## src/lufc_unused_guard.sv

```systemverilog
// Holds no logic; the core module carries the whole block.
`timescale 1ns/100ps
`default_nettype none
`default_nettype wire

```

## src/inc/lufc_pkg.sv

```systemverilog
// Package of the LIN/UART flag, checksum and frame-buffer block.
// Assumes one clock, a synchronous active-low reset and an AXI4-Lite register bus.
package lufc_pkg;

  localparam logic [7:0] OFF_CTRL = 8'h00;
  localparam logic [7:0] OFF_STAT = 8'h04;
  localparam logic [7:0] OFF_IREN = 8'h08;
  localparam logic [7:0] OFF_ERR  = 8'h0C;
  localparam logic [7:0] OFF_LEN  = 8'h10;
  localparam logic [7:0] OFF_ID   = 8'h14;
  localparam logic [7:0] OFF_SEL  = 8'h18;
  localparam logic [7:0] OFF_DATA = 8'h1C;

  localparam int CTRL_SWRES = 7;
  localparam int CTRL_OLD   = 6;
  localparam int CTRL_ENA   = 3;
  localparam int STAT_BUSY  = 4;
  localparam int STAT_ERR   = 3;
  localparam int SEL_AINC_N = 3;
  localparam int ERR_ABORT  = 7;
  localparam int ERR_TOUT   = 6;
  localparam int ERR_OVR    = 5;
  localparam int ERR_FRM    = 4;
  localparam int ERR_SYNC   = 3;
  localparam int ERR_PAR    = 2;
  localparam int ERR_CHK    = 1;
  localparam int ERR_BIT    = 0;

  localparam logic [2:0] CMD_RXH_ABORT = 3'h0;
  localparam logic [2:0] CMD_TXH       = 3'h1;
  localparam logic [2:0] CMD_RXR       = 3'h2;
  localparam logic [2:0] CMD_TXR       = 3'h3;

  localparam logic [7:0] CHK_GOOD  = 8'hFF;
  localparam logic [5:0] ID_SPEC   = 6'h3C;
  localparam logic [7:0] ZERO8     = 8'h00;
  localparam logic [1:0] RESP_OK   = 2'h0;
  localparam logic [1:0] RESP_SERR = 2'h2;

  typedef enum logic [1:0] {W_IDLE = 2'b01, W_RESP = 2'b10} lufc_wst_t;
  typedef enum logic [1:0] {R_IDLE = 2'b01, R_RESP = 2'b10} lufc_rst_t;

  // Events reported by the serial engine, one-cycle pulses except the byte, level, busy and is_master fields.
  typedef struct packed {
    logic       hdr_done;
    logic       rx_resp_done;
    logic       tx_resp_done;
    logic       uart_rx_char;
    logic       uart_tx_char;
    logic [7:0] uart_rx_byte;
    logic       bit_drive;
    logic       sent_level;
    logic       bus_level;
    logic       stop_sample;
    logic       stop_level;
    logic       sync_fault;
    logic       frame_timeout;
    logic       break_sync;
    logic       resp_byte_valid;
    logic       resp_is_chk;
    logic [7:0] resp_byte;
    logic [2:0] resp_idx;
    logic       id_valid;
    logic [7:0] id_byte;
    logic       busy;
    logic       is_master;
  } lufc_evt_t;

  // Control handed to the serial engine, all from flip-flops.
  typedef struct packed {
    logic       enable;
    logic       old_protocol_select;
    logic [1:0] conf;
    logic [2:0] command_field;
    logic       withdraw;
    logic       bit_abort;
    logic [7:0] uart_tx_byte;
    logic [7:0] tx_checksum;
    logic [3:0] rx_length_field;
    logic [3:0] tx_length_field;
    logic [5:0] id;
  } lufc_ctl_t;

  typedef struct packed {
    lufc_wst_t       wst;
    lufc_rst_t       rst;
    logic [7:0]      awaddr;
    logic            aw_have;
    logic [7:0]      wdata;
    logic            wlane;
    logic            w_have;
    logic [1:0]      bresp;
    logic [7:0]      rdata;
    logic [1:0]      rresp;
    logic [7:0]      ctrl;
    logic [2:0]      okf;
    logic [7:0]      err;
    logic [3:0]      iren;
    logic [3:0]      rxl;
    logic [3:0]      txl;
    logic [5:0]      id;
    logic [2:0]      idst;
    logic [3:0]      sel;
    logic [7:0][7:0] fbuf;
    logic [7:0]      urx;
    logic            urx_full;
    logic [7:0]      utx;
    logic [7:0]      sum;
    logic            withdraw;
    logic            bit_abort;
  } lufc_state_t;

endpackage : lufc_pkg

```

## src/lufc_core.sv

```systemverilog
// Flags, errors, checksum, identifier status, interrupts and frame buffer of a LIN/UART controller.
// Assumes a serial engine beside it that reports events as pulses and obeys the control it is given.
`timescale 1ns/100ps
`default_nettype none

module lufc_core
  import lufc_pkg::*;
#(
  parameter int ADDR_W = 8
) (
  input  wire logic              aclk,
  input  wire logic              aresetn,
  input  wire logic [ADDR_W-1:0] s_axi_awaddr,
  input  wire logic              s_axi_awvalid,
  output logic                   s_axi_awready,
  input  wire logic [31:0]       s_axi_wdata,
  input  wire logic [3:0]        s_axi_wstrb,
  input  wire logic              s_axi_wvalid,
  output logic                   s_axi_wready,
  output logic [1:0]             s_axi_bresp,
  output logic                   s_axi_bvalid,
  input  wire logic              s_axi_bready,
  input  wire logic [ADDR_W-1:0] s_axi_araddr,
  input  wire logic              s_axi_arvalid,
  output logic                   s_axi_arready,
  output logic [31:0]            s_axi_rdata,
  output logic [1:0]             s_axi_rresp,
  output logic                   s_axi_rvalid,
  input  wire logic              s_axi_rready,
  input  wire lufc_evt_t         evt,
  input  wire logic [2:0]        tx_idx,
  output logic [7:0]             tx_buf_byte,
  output lufc_ctl_t              ctl,
  output logic                   irq_err,
  output logic                   irq_com
);

  ////////////////////////////////////////////////////////////////////////////////
  // Helpers.

  // Index of a mapped register, or 8 when the address is unmapped.
  function automatic logic [3:0] reg_sel(input logic [7:0] a);
    logic [3:0] r;
    r = 4'h8;
    if (a[1:0] == 2'b00 && a <= OFF_DATA) begin
      r = {1'b0, a[4:2]};
    end
    return r;
  endfunction : reg_sel

  // Eight-bit add with end-around carry.
  function automatic logic [7:0] add_eac(input logic [7:0] a, input logic [7:0] b);
    logic [8:0] t;
    t = {1'b0, a} + {1'b0, b};
    return t[7:0] + {7'h00, t[8]};
  endfunction : add_eac

  // Protected identifier: parity bits over the six identifier bits.
  function automatic logic [7:0] pid(input logic [5:0] i);
    logic p0;
    logic p1;
    p0 = i[0] ^ i[1] ^ i[2] ^ i[4];
    p1 = ~(i[1] ^ i[3] ^ i[4] ^ i[5]);
    return {p1, p0, i};
  endfunction : pid

  // Length coded in identifier bits 5:4 under the old protocol.
  function automatic logic [3:0] old_len(input logic [1:0] c);
    logic [3:0] l;
    case (c)
      2'b10:   l = 4'h4;
      2'b11:   l = 4'h8;
      default: l = 4'h2;
    endcase
    return l;
  endfunction : old_len

  ////////////////////////////////////////////////////////////////////////////////
  // State.

  lufc_state_t s_q;
  lufc_state_t s_d;
  lufc_state_t s_rst;

  logic       uart;
  logic       busy;
  logic [7:0] stat_rd;
  logic       aw_hs;
  logic       w_hs;
  logic       ar_hs;

  always_comb begin
    s_rst          = '0;
    s_rst.wst      = W_IDLE;
    s_rst.rst      = R_IDLE;
    s_rst.bresp    = RESP_OK;
    s_rst.rresp    = RESP_OK;
  end

  assign uart  = s_q.ctrl[2];
  assign busy  = evt.busy;
  assign aw_hs = s_axi_awvalid && s_axi_awready;
  assign w_hs  = s_axi_wvalid && s_axi_wready;
  assign ar_hs = s_axi_arvalid && s_axi_arready;
  assign stat_rd = {s_q.idst, busy, |s_q.err, s_q.okf};

  ////////////////////////////////////////////////////////////////////////////////
  // Next state.

  always_comb begin
    logic [3:0] wsel;
    logic [3:0] rsel;
    logic [7:0] eset;
    logic       eclr;
    logic [2:0] oset;
    logic [2:0] oclr;
    logic       error_register;
    logic [7:0] wd;
    s_d  = s_q;
    wsel = reg_sel(s_q.awaddr);
    rsel = reg_sel(8'(s_axi_araddr));
    eset = '0;
    eclr = 1'b0;
    oset = '0;
    oclr = '0;
    error_register = 1'b0;
    wd   = s_q.wdata;
    s_d.withdraw  = 1'b0;
    s_d.bit_abort = 1'b0;
    s_d.ctrl[CTRL_SWRES] = 1'b0;

    // Bus handshakes.
    if (aw_hs) begin
      s_d.awaddr  = 8'(s_axi_awaddr);
      s_d.aw_have = 1'b1;
    end
    if (w_hs) begin
      s_d.wdata  = s_axi_wdata[7:0];
      s_d.wlane  = s_axi_wstrb[0];
      s_d.w_have = 1'b1;
    end
    if (s_q.wst == W_RESP && s_axi_bready) begin
      s_d.wst = W_IDLE;
    end
    if (s_q.rst == R_RESP && s_axi_rready) begin
      s_d.rst = R_IDLE;
    end

    // Register read.
    if (ar_hs) begin
      s_d.rst   = R_RESP;
      s_d.rresp = (rsel == 4'h8) ? RESP_SERR : RESP_OK;
      case (rsel)
        4'h0:    s_d.rdata = s_q.ctrl;
        4'h1:    s_d.rdata = stat_rd;
        4'h2:    s_d.rdata = {4'h0, s_q.iren};
        4'h3:    s_d.rdata = s_q.err;
        4'h4:    s_d.rdata = {s_q.txl, s_q.rxl};
        4'h5:    s_d.rdata = pid(s_q.id);
        4'h6:    s_d.rdata = {4'h0, s_q.sel};
        4'h7:    s_d.rdata = uart ? s_q.urx : s_q.fbuf[s_q.sel[2:0]];
        default: s_d.rdata = ZERO8;
      endcase
      if (rsel == 4'h7) begin
        if (uart) begin
          eclr         = 1'b1;
          s_d.urx_full = 1'b0;
        end else if (!s_q.sel[SEL_AINC_N]) begin
          s_d.sel[2:0] = s_q.sel[2:0] + 3'h1;
        end
      end
    end

    // Register write, once address and data are both held.
    if (s_q.wst == W_IDLE && s_q.aw_have && s_q.w_have) begin
      s_d.wst     = W_RESP;
      s_d.aw_have = 1'b0;
      s_d.w_have  = 1'b0;
      s_d.bresp   = (wsel == 4'h8) ? RESP_SERR : RESP_OK;
      if (s_q.wlane) begin
        case (wsel)
          4'h0: begin
            if (busy) begin
              s_d.ctrl = {wd[7], s_q.ctrl[6:4], wd[3:0]};
              if (!wd[2] && wd[1:0] == CMD_RXH_ABORT[1:0]) begin
                eset[ERR_ABORT] = 1'b1;
              end else if (!wd[2] && wd[3]) begin
                eset[ERR_OVR] = 1'b1;
                s_d.ctrl[2:0] = s_q.ctrl[2:0];
              end
            end else begin
              s_d.ctrl = wd;
            end
            if (!eset[ERR_OVR] && (wd[2:0] == CMD_RXR || wd[2:0] == CMD_TXR)) begin
              s_d.sum = s_d.ctrl[CTRL_OLD] ? ZERO8 : pid(s_q.id);
              if (wd[2:0] == CMD_RXR) begin
                s_d.txl = 4'h0;
              end else begin
                s_d.rxl = 4'h0;
              end
            end
          end
          4'h1: begin
            oclr = wd[2:0];
            eclr = wd[STAT_ERR];
          end
          4'h2: s_d.iren = wd[3:0];
          4'h4: begin
            if (!uart && !busy) begin
              s_d.txl = wd[7:4];
              s_d.rxl = wd[3:0];
            end
          end
          4'h5: begin
            if (!busy) begin
              s_d.id = wd[5:0];
            end
          end
          4'h6: s_d.sel = wd[3:0];
          4'h7: begin
            if (uart) begin
              s_d.utx = wd;
            end else if (!busy) begin
              s_d.fbuf[s_q.sel[2:0]] = wd;
              if (!s_q.sel[SEL_AINC_N]) begin
                s_d.sel[2:0] = s_d.sel[2:0] + 3'h1;
              end
            end
          end
          default: s_d.bresp = RESP_SERR;
        endcase
      end
    end

    // Completion flags.
    if (!uart && evt.hdr_done) begin
      oset[2] = 1'b1;
      if (s_q.ctrl[CTRL_OLD]) begin
        s_d.rxl = old_len(s_q.id[5:4]);
        s_d.txl = old_len(s_q.id[5:4]);
      end
    end
    oset[0] = uart ? evt.uart_rx_char : evt.rx_resp_done;
    oset[1] = uart ? evt.uart_tx_char : evt.tx_resp_done;

    // Identifier reception and status.
    if (!uart && evt.id_valid) begin
      s_d.id = evt.id_byte[5:0];
      eset[ERR_PAR] = evt.id_byte != pid(evt.id_byte[5:0]);
      s_d.idst = (evt.id_byte[5:0] >= ID_SPEC) ? {1'b1, evt.id_byte[1:0]} : 3'h0;
    end

    // Response bytes and checksum.
    if (!uart && evt.resp_byte_valid) begin
      if (evt.resp_is_chk) begin
        eset[ERR_CHK] = add_eac(s_q.sum, evt.resp_byte) != CHK_GOOD;
      end else begin
        s_d.sum = add_eac(s_q.sum, evt.resp_byte);
        if (s_q.ctrl[2:0] == CMD_RXR) begin
          s_d.fbuf[evt.resp_idx] = evt.resp_byte;
          s_d.txl = s_q.txl + 4'h1;
        end else begin
          s_d.rxl = s_q.rxl + 4'h1;
        end
      end
    end

    // UART receive holding byte.
    if (uart && evt.uart_rx_char) begin
      s_d.urx      = evt.uart_rx_byte;
      s_d.urx_full = 1'b1;
      eset[ERR_OVR] = eset[ERR_OVR] | (s_q.urx_full && !(ar_hs && rsel == 4'h7));
    end

    // Line errors.
    if (evt.bit_drive && evt.sent_level != evt.bus_level) begin
      eset[ERR_BIT] = 1'b1;
      s_d.bit_abort = 1'b1;
    end
    if (evt.stop_sample && !evt.stop_level) begin
      eset[ERR_FRM] = 1'b1;
    end
    if (!uart && !evt.is_master) begin
      eset[ERR_SYNC] = evt.sync_fault;
    end
    if (!uart) begin
      eset[ERR_TOUT] = evt.frame_timeout;
    end
    if (!uart && evt.break_sync && busy && !evt.is_master) begin
      s_d.withdraw = 1'b1;
      s_d.ctrl[2:0] = CMD_RXH_ABORT;
      if (!evt.is_master && s_q.ctrl[2:0] == CMD_TXR) begin
        eset[ERR_BIT] = 1'b1;
      end
      if (!evt.is_master && s_q.ctrl[2:0] == CMD_RXR) begin
        eset[ERR_FRM] = 1'b1;
      end
    end

    // Any LIN error except a refused command or an abort returns to withdrawal.
    error_register = !uart && |(eset & ~((8'h01 << ERR_ABORT) | (8'h01 << ERR_OVR)));
    if (error_register) begin
      s_d.withdraw  = 1'b1;
      s_d.ctrl[2:0] = CMD_RXH_ABORT;
    end

    // Sticky flags: a set in the clearing cycle wins.
    s_d.err = (s_q.err & {8{!eclr}}) | eset;
    s_d.okf = (s_q.okf & ~oclr) | oset;

    // UART mode holds the length fields at zero.
    if (s_d.ctrl[2]) begin
      s_d.rxl = 4'h0;
      s_d.txl = 4'h0;
      s_d.okf[2] = 1'b0;
    end

    // Software reset keeps only the bus channels.
    if (s_q.ctrl[CTRL_SWRES]) begin
      s_d = {s_d[$bits(lufc_state_t)-1 -: 35], s_rst[$bits(lufc_state_t)-36:0]};
    end
  end

  always_ff @(posedge aclk) begin
    if (!aresetn) begin
      s_q <= s_rst;
    end else begin
      s_q <= s_d;
    end
  end

  ////////////////////////////////////////////////////////////////////////////////
  // Outputs.

  assign s_axi_awready = s_q.wst == W_IDLE && !s_q.aw_have;
  assign s_axi_wready  = s_q.wst == W_IDLE && !s_q.w_have;
  assign s_axi_bvalid  = s_q.wst == W_RESP;
  assign s_axi_bresp   = s_q.bresp;
  assign s_axi_arready = s_q.rst == R_IDLE;
  assign s_axi_rvalid  = s_q.rst == R_RESP;
  assign s_axi_rresp   = s_q.rresp;
  assign s_axi_rdata   = {24'h00_0000, s_q.rdata};

  assign tx_buf_byte = s_q.fbuf[tx_idx];

  assign ctl.enable              = s_q.ctrl[CTRL_ENA];
  assign ctl.old_protocol_select = s_q.ctrl[CTRL_OLD];
  assign ctl.conf                = s_q.ctrl[5:4];
  assign ctl.command_field       = s_q.ctrl[2:0];
  assign ctl.withdraw            = s_q.withdraw;
  assign ctl.bit_abort           = s_q.bit_abort;
  assign ctl.uart_tx_byte        = s_q.utx;
  assign ctl.tx_checksum         = ~s_q.sum;
  assign ctl.rx_length_field     = s_q.rxl;
  assign ctl.tx_length_field     = s_q.txl;
  assign ctl.id                  = s_q.id;

  assign irq_err = (|s_q.err) && s_q.iren[3];
  assign irq_com = |(s_q.okf & s_q.iren[2:0]);

endmodule : lufc_core

`default_nettype wire

```

## config.mk

```make
export PLATFORM = sky130hd
export DESIGN_NAME = lufc_core
export DESIGN_NICKNAME = d
export VERILOG_FILES = /design/src/lufc_unused_guard.sv /design/src/inc/lufc_pkg.sv /design/src/lufc_core.sv
export SDC_FILE = /design/constraint.sdc
export NUM_CORES = 1
export LEC_CHECK = 0
export ABC_CLOCK_PERIOD_IN_PS = 4700
export CAP_MARGIN = 40
export CELL_PAD_IN_SITES_DETAIL_PLACEMENT = 0
export CELL_PAD_IN_SITES_GLOBAL_PLACEMENT = 2
export CORE_UTILIZATION = 39
export CTS_BUF_LIST = sky130_fd_sc_hd__clkbuf_4
export DETAILED_ROUTE_END_ITERATION = 6
export DONT_BUFFER_PORTS = 1
export PLACE_DENSITY = 0.88
export SKIP_CTS_REPAIR_TIMING = 1
export SLEW_MARGIN = 20
export SYNTH_ARGS = -nofsm -noshare
export SYNTH_HDL_FRONTEND = slang
export SYNTH_SLANG_ARGS = --single-unit
```

## constraint.sdc

```tcl
create_clock -name aclk -period 4.7 [get_ports aclk]
set_input_delay 0.94 -clock aclk [delete_from_list [all_inputs] [get_ports aclk]]
set_output_delay 0.94 -clock aclk [all_outputs]
set_load 0.02 [all_outputs]
```

==> run metrics <==
Critical path buffers and inverters=1; worst endpoint data arrival time=4350 ps; Initial Utilization=39.6%; Sequential Area=3360 um^2; Synth async-reset ratio=0%; Post-synth EDFFs=0; htree depth=4; layout cells sized above 1=10.3%; Stages on worst setup path=16; DRT antenna net count=0; YS warnings=0; hold depth=1; Avg WL per Cell=22.2 um; max-cap violations=0; Clock transition at path regs=160 ps; Syn Inst Count=1211; Slowest-stage cell, CP=fa_1; Synth Cell Area=10300 um^2; worst-case clock buffer depth=2; CP max FO=9; Ports=197; largest net degree at the start of global routing=38; upper clock frequency limit=260 MHz; CORE AREA=25900 um^2; cell count after placement=1442; Final Skew=40.7 ps; Finish-stage setup viols=0; vias per cell=5.79; vias in the first global route=7881; DP HPWL=23600 um; setup tns final=0 ps; Max IR drop VDD=0.141 mV; Power Dens Cells=271 nW/um^2; initial antenna violation count=1; register area share after synthesis=32.8%; Worst-Margin Slew=810 ps; Hold Vio Cnt, Final=0; flops & latches, synth=168; Final Power=0.00283 W; FILL cells=2690; critical path required time=5200 ps; P&R area growth vs syn=1.55%; Clock Latency Late Sink=620 ps; Non-Filler Instances=1477; grt ovf=0; Nets=1251; Slew Limit Fails=0; Most common cell on crit path=ha_1; Vias=8552; top cell type's share of synthesized area=32.8%; RSZ-0062 raised after global routing=false; port bufs=0; Startpoint Class=flop; period utilization=81.8%; CTS sink count=168; R2R depth=16; First DRT Iteration DRCs=572; CP cell instances=ha_1 > fa_1 > a211o_1 > nand3_1 > nand2_1 > a21oi_1 > o21bai_1 > ha_1 > ha_1 > a21oi_1 > mux2i_1 > mux2_2 > o31ai_1 > buf_4 > a41oi_2 > nor3b_2; Cell Rows=59; synth unique cells=81; gr usage total=24.5%; ys flop type=dfxtp_1; Die Area=27000 um^2; first-pass detailed-route iteration total=7; Period minus WS final=3850 ps; max_slew headroom=45.9%; LEAKAGE=3.81 nW; crit-path max cell delay=440 ps; RD Place Congestion=0.886; CTS tree=done; Num CTS Buffers=17; CTS root buf=clkbuf_4; Synth area leaders=dfxtp_1, mux2i_1, a21oi_1, mux4_2, buf_4; Syn Area/Cell=8.48 um^2; first-pass GRT wire length=48800 um; placed inst area=10100 um^2; Die Ht=164 um; most common cell in the netlist=dfxtp_1; Die Wd=164 um; status=completed; DRC violations left=0; Setup Crit Path Kind=flop to flop; largest area contributor in the netlist=dfxtp_1; Finished Cell Area=10400 um^2; Detailed Route WL=32900 um; Worst Hold Class=input pin to flop; Commonest cells post-synth=dfxtp_1, nand2_1, a21oi_1; delay-heaviest family, CP=compound AO/OA/AOI/OAI gates; crit end category=flop; area of the multi-input gates=6100 um^2
-- layout make-up --
class	instances	area share (%)
antenna	1	0.0240
clock buffer	17	1.22
clock inverter	15	1.56
inverter	27	0.972
multi-input combinational	897	58.5
sequential	168	32.3
tap	335	4.02
timing repair buffer	17	1.40
-- path summary, 6_finish.rpt --
| kind | endpoint | from | slack, ps |
|---|---|---|---|
| setup / recovery | ctl[11]$_SDFF_PP0_ | s_q[2]$_SDFF_PP0_ | 850 |
| hold / removal | s_q[166]$_SDFFE_PN1P_ | aresetn | 410 |
| setup reg to reg | ctl[11]$_SDFF_PP0_ | s_q[2]$_SDFF_PP0_ | 850 |
| hold reg to reg | s_q[23]$_SDFFE_PP0P_ | s_q[23]$_SDFFE_PP0P_ | 470 |
-- registers in the layout (all words and copies together) (netlist names) --
signal	count
s_q	127
s_axi_bresp	1
s_axi_rresp	1
ctl	31
s_axi_rdata	8
-- through the flow --
step	worst slack, ps	hold WS (ps)	utilization, %
3_5_place_dp	283	453	39.0
6_report	854	407	40.2
2_1_floorplan	677	427	-
4_1_cts	895	373	40.1
3_3_place_gp	277	445	38.8
5_1_grt	667	352	40.2
-- layer usage --
layer,wire (um),part of all wire [%],vias to the layer above,GRT usage [%]
li1,-,-,4125,-
met1,14300,44,4041,32.6
met2,14900,45,337,38.4
met3,2750,8.4,49,5.93
met4,834,2.5,0,8.50
met5,0,0,-,0
-- layout by cell type (no fill, tap or decap), types with 13 or more instances in the layout --
master,synthesis,final
mux2_2,20,20
xnor2_1,17,17
clkbuf_4,0,17
nor2b_1,20,19
ha_1,15,15
o21ai_0,96,96
inv_1,27,27
a21boi_0,20,20
nand2_1,133,133
a31oi_1,13,13
nand3_1,23,23
nor2_1,73,73
a21oi_1,131,131
conb_1,1,26
mux4_2,27,27
dfxtp_1,168,168
mux2i_1,97,97
-- power by group --
group,internal (W),leakage (nW),switching (W)
clock network,0.000243,0.146,0.000630
registers,0.00147,1.37,0.0000952
logic,0.000149,2.30,0.000242
-- cells by family after synthesis --
logic type / share of synthesized area (%)
AO/OA/AOI/OAI: 20.1
AND/OR/NAND/NOR: 16.6
buffers and inverters: 8.81
flip-flops: 32.8
multiplexers: 17.6
XOR/XNOR: 2.05
adder cells (fa/ha/maj): 2.02
other: 0.0365
(Power assumes the default switching activity.)
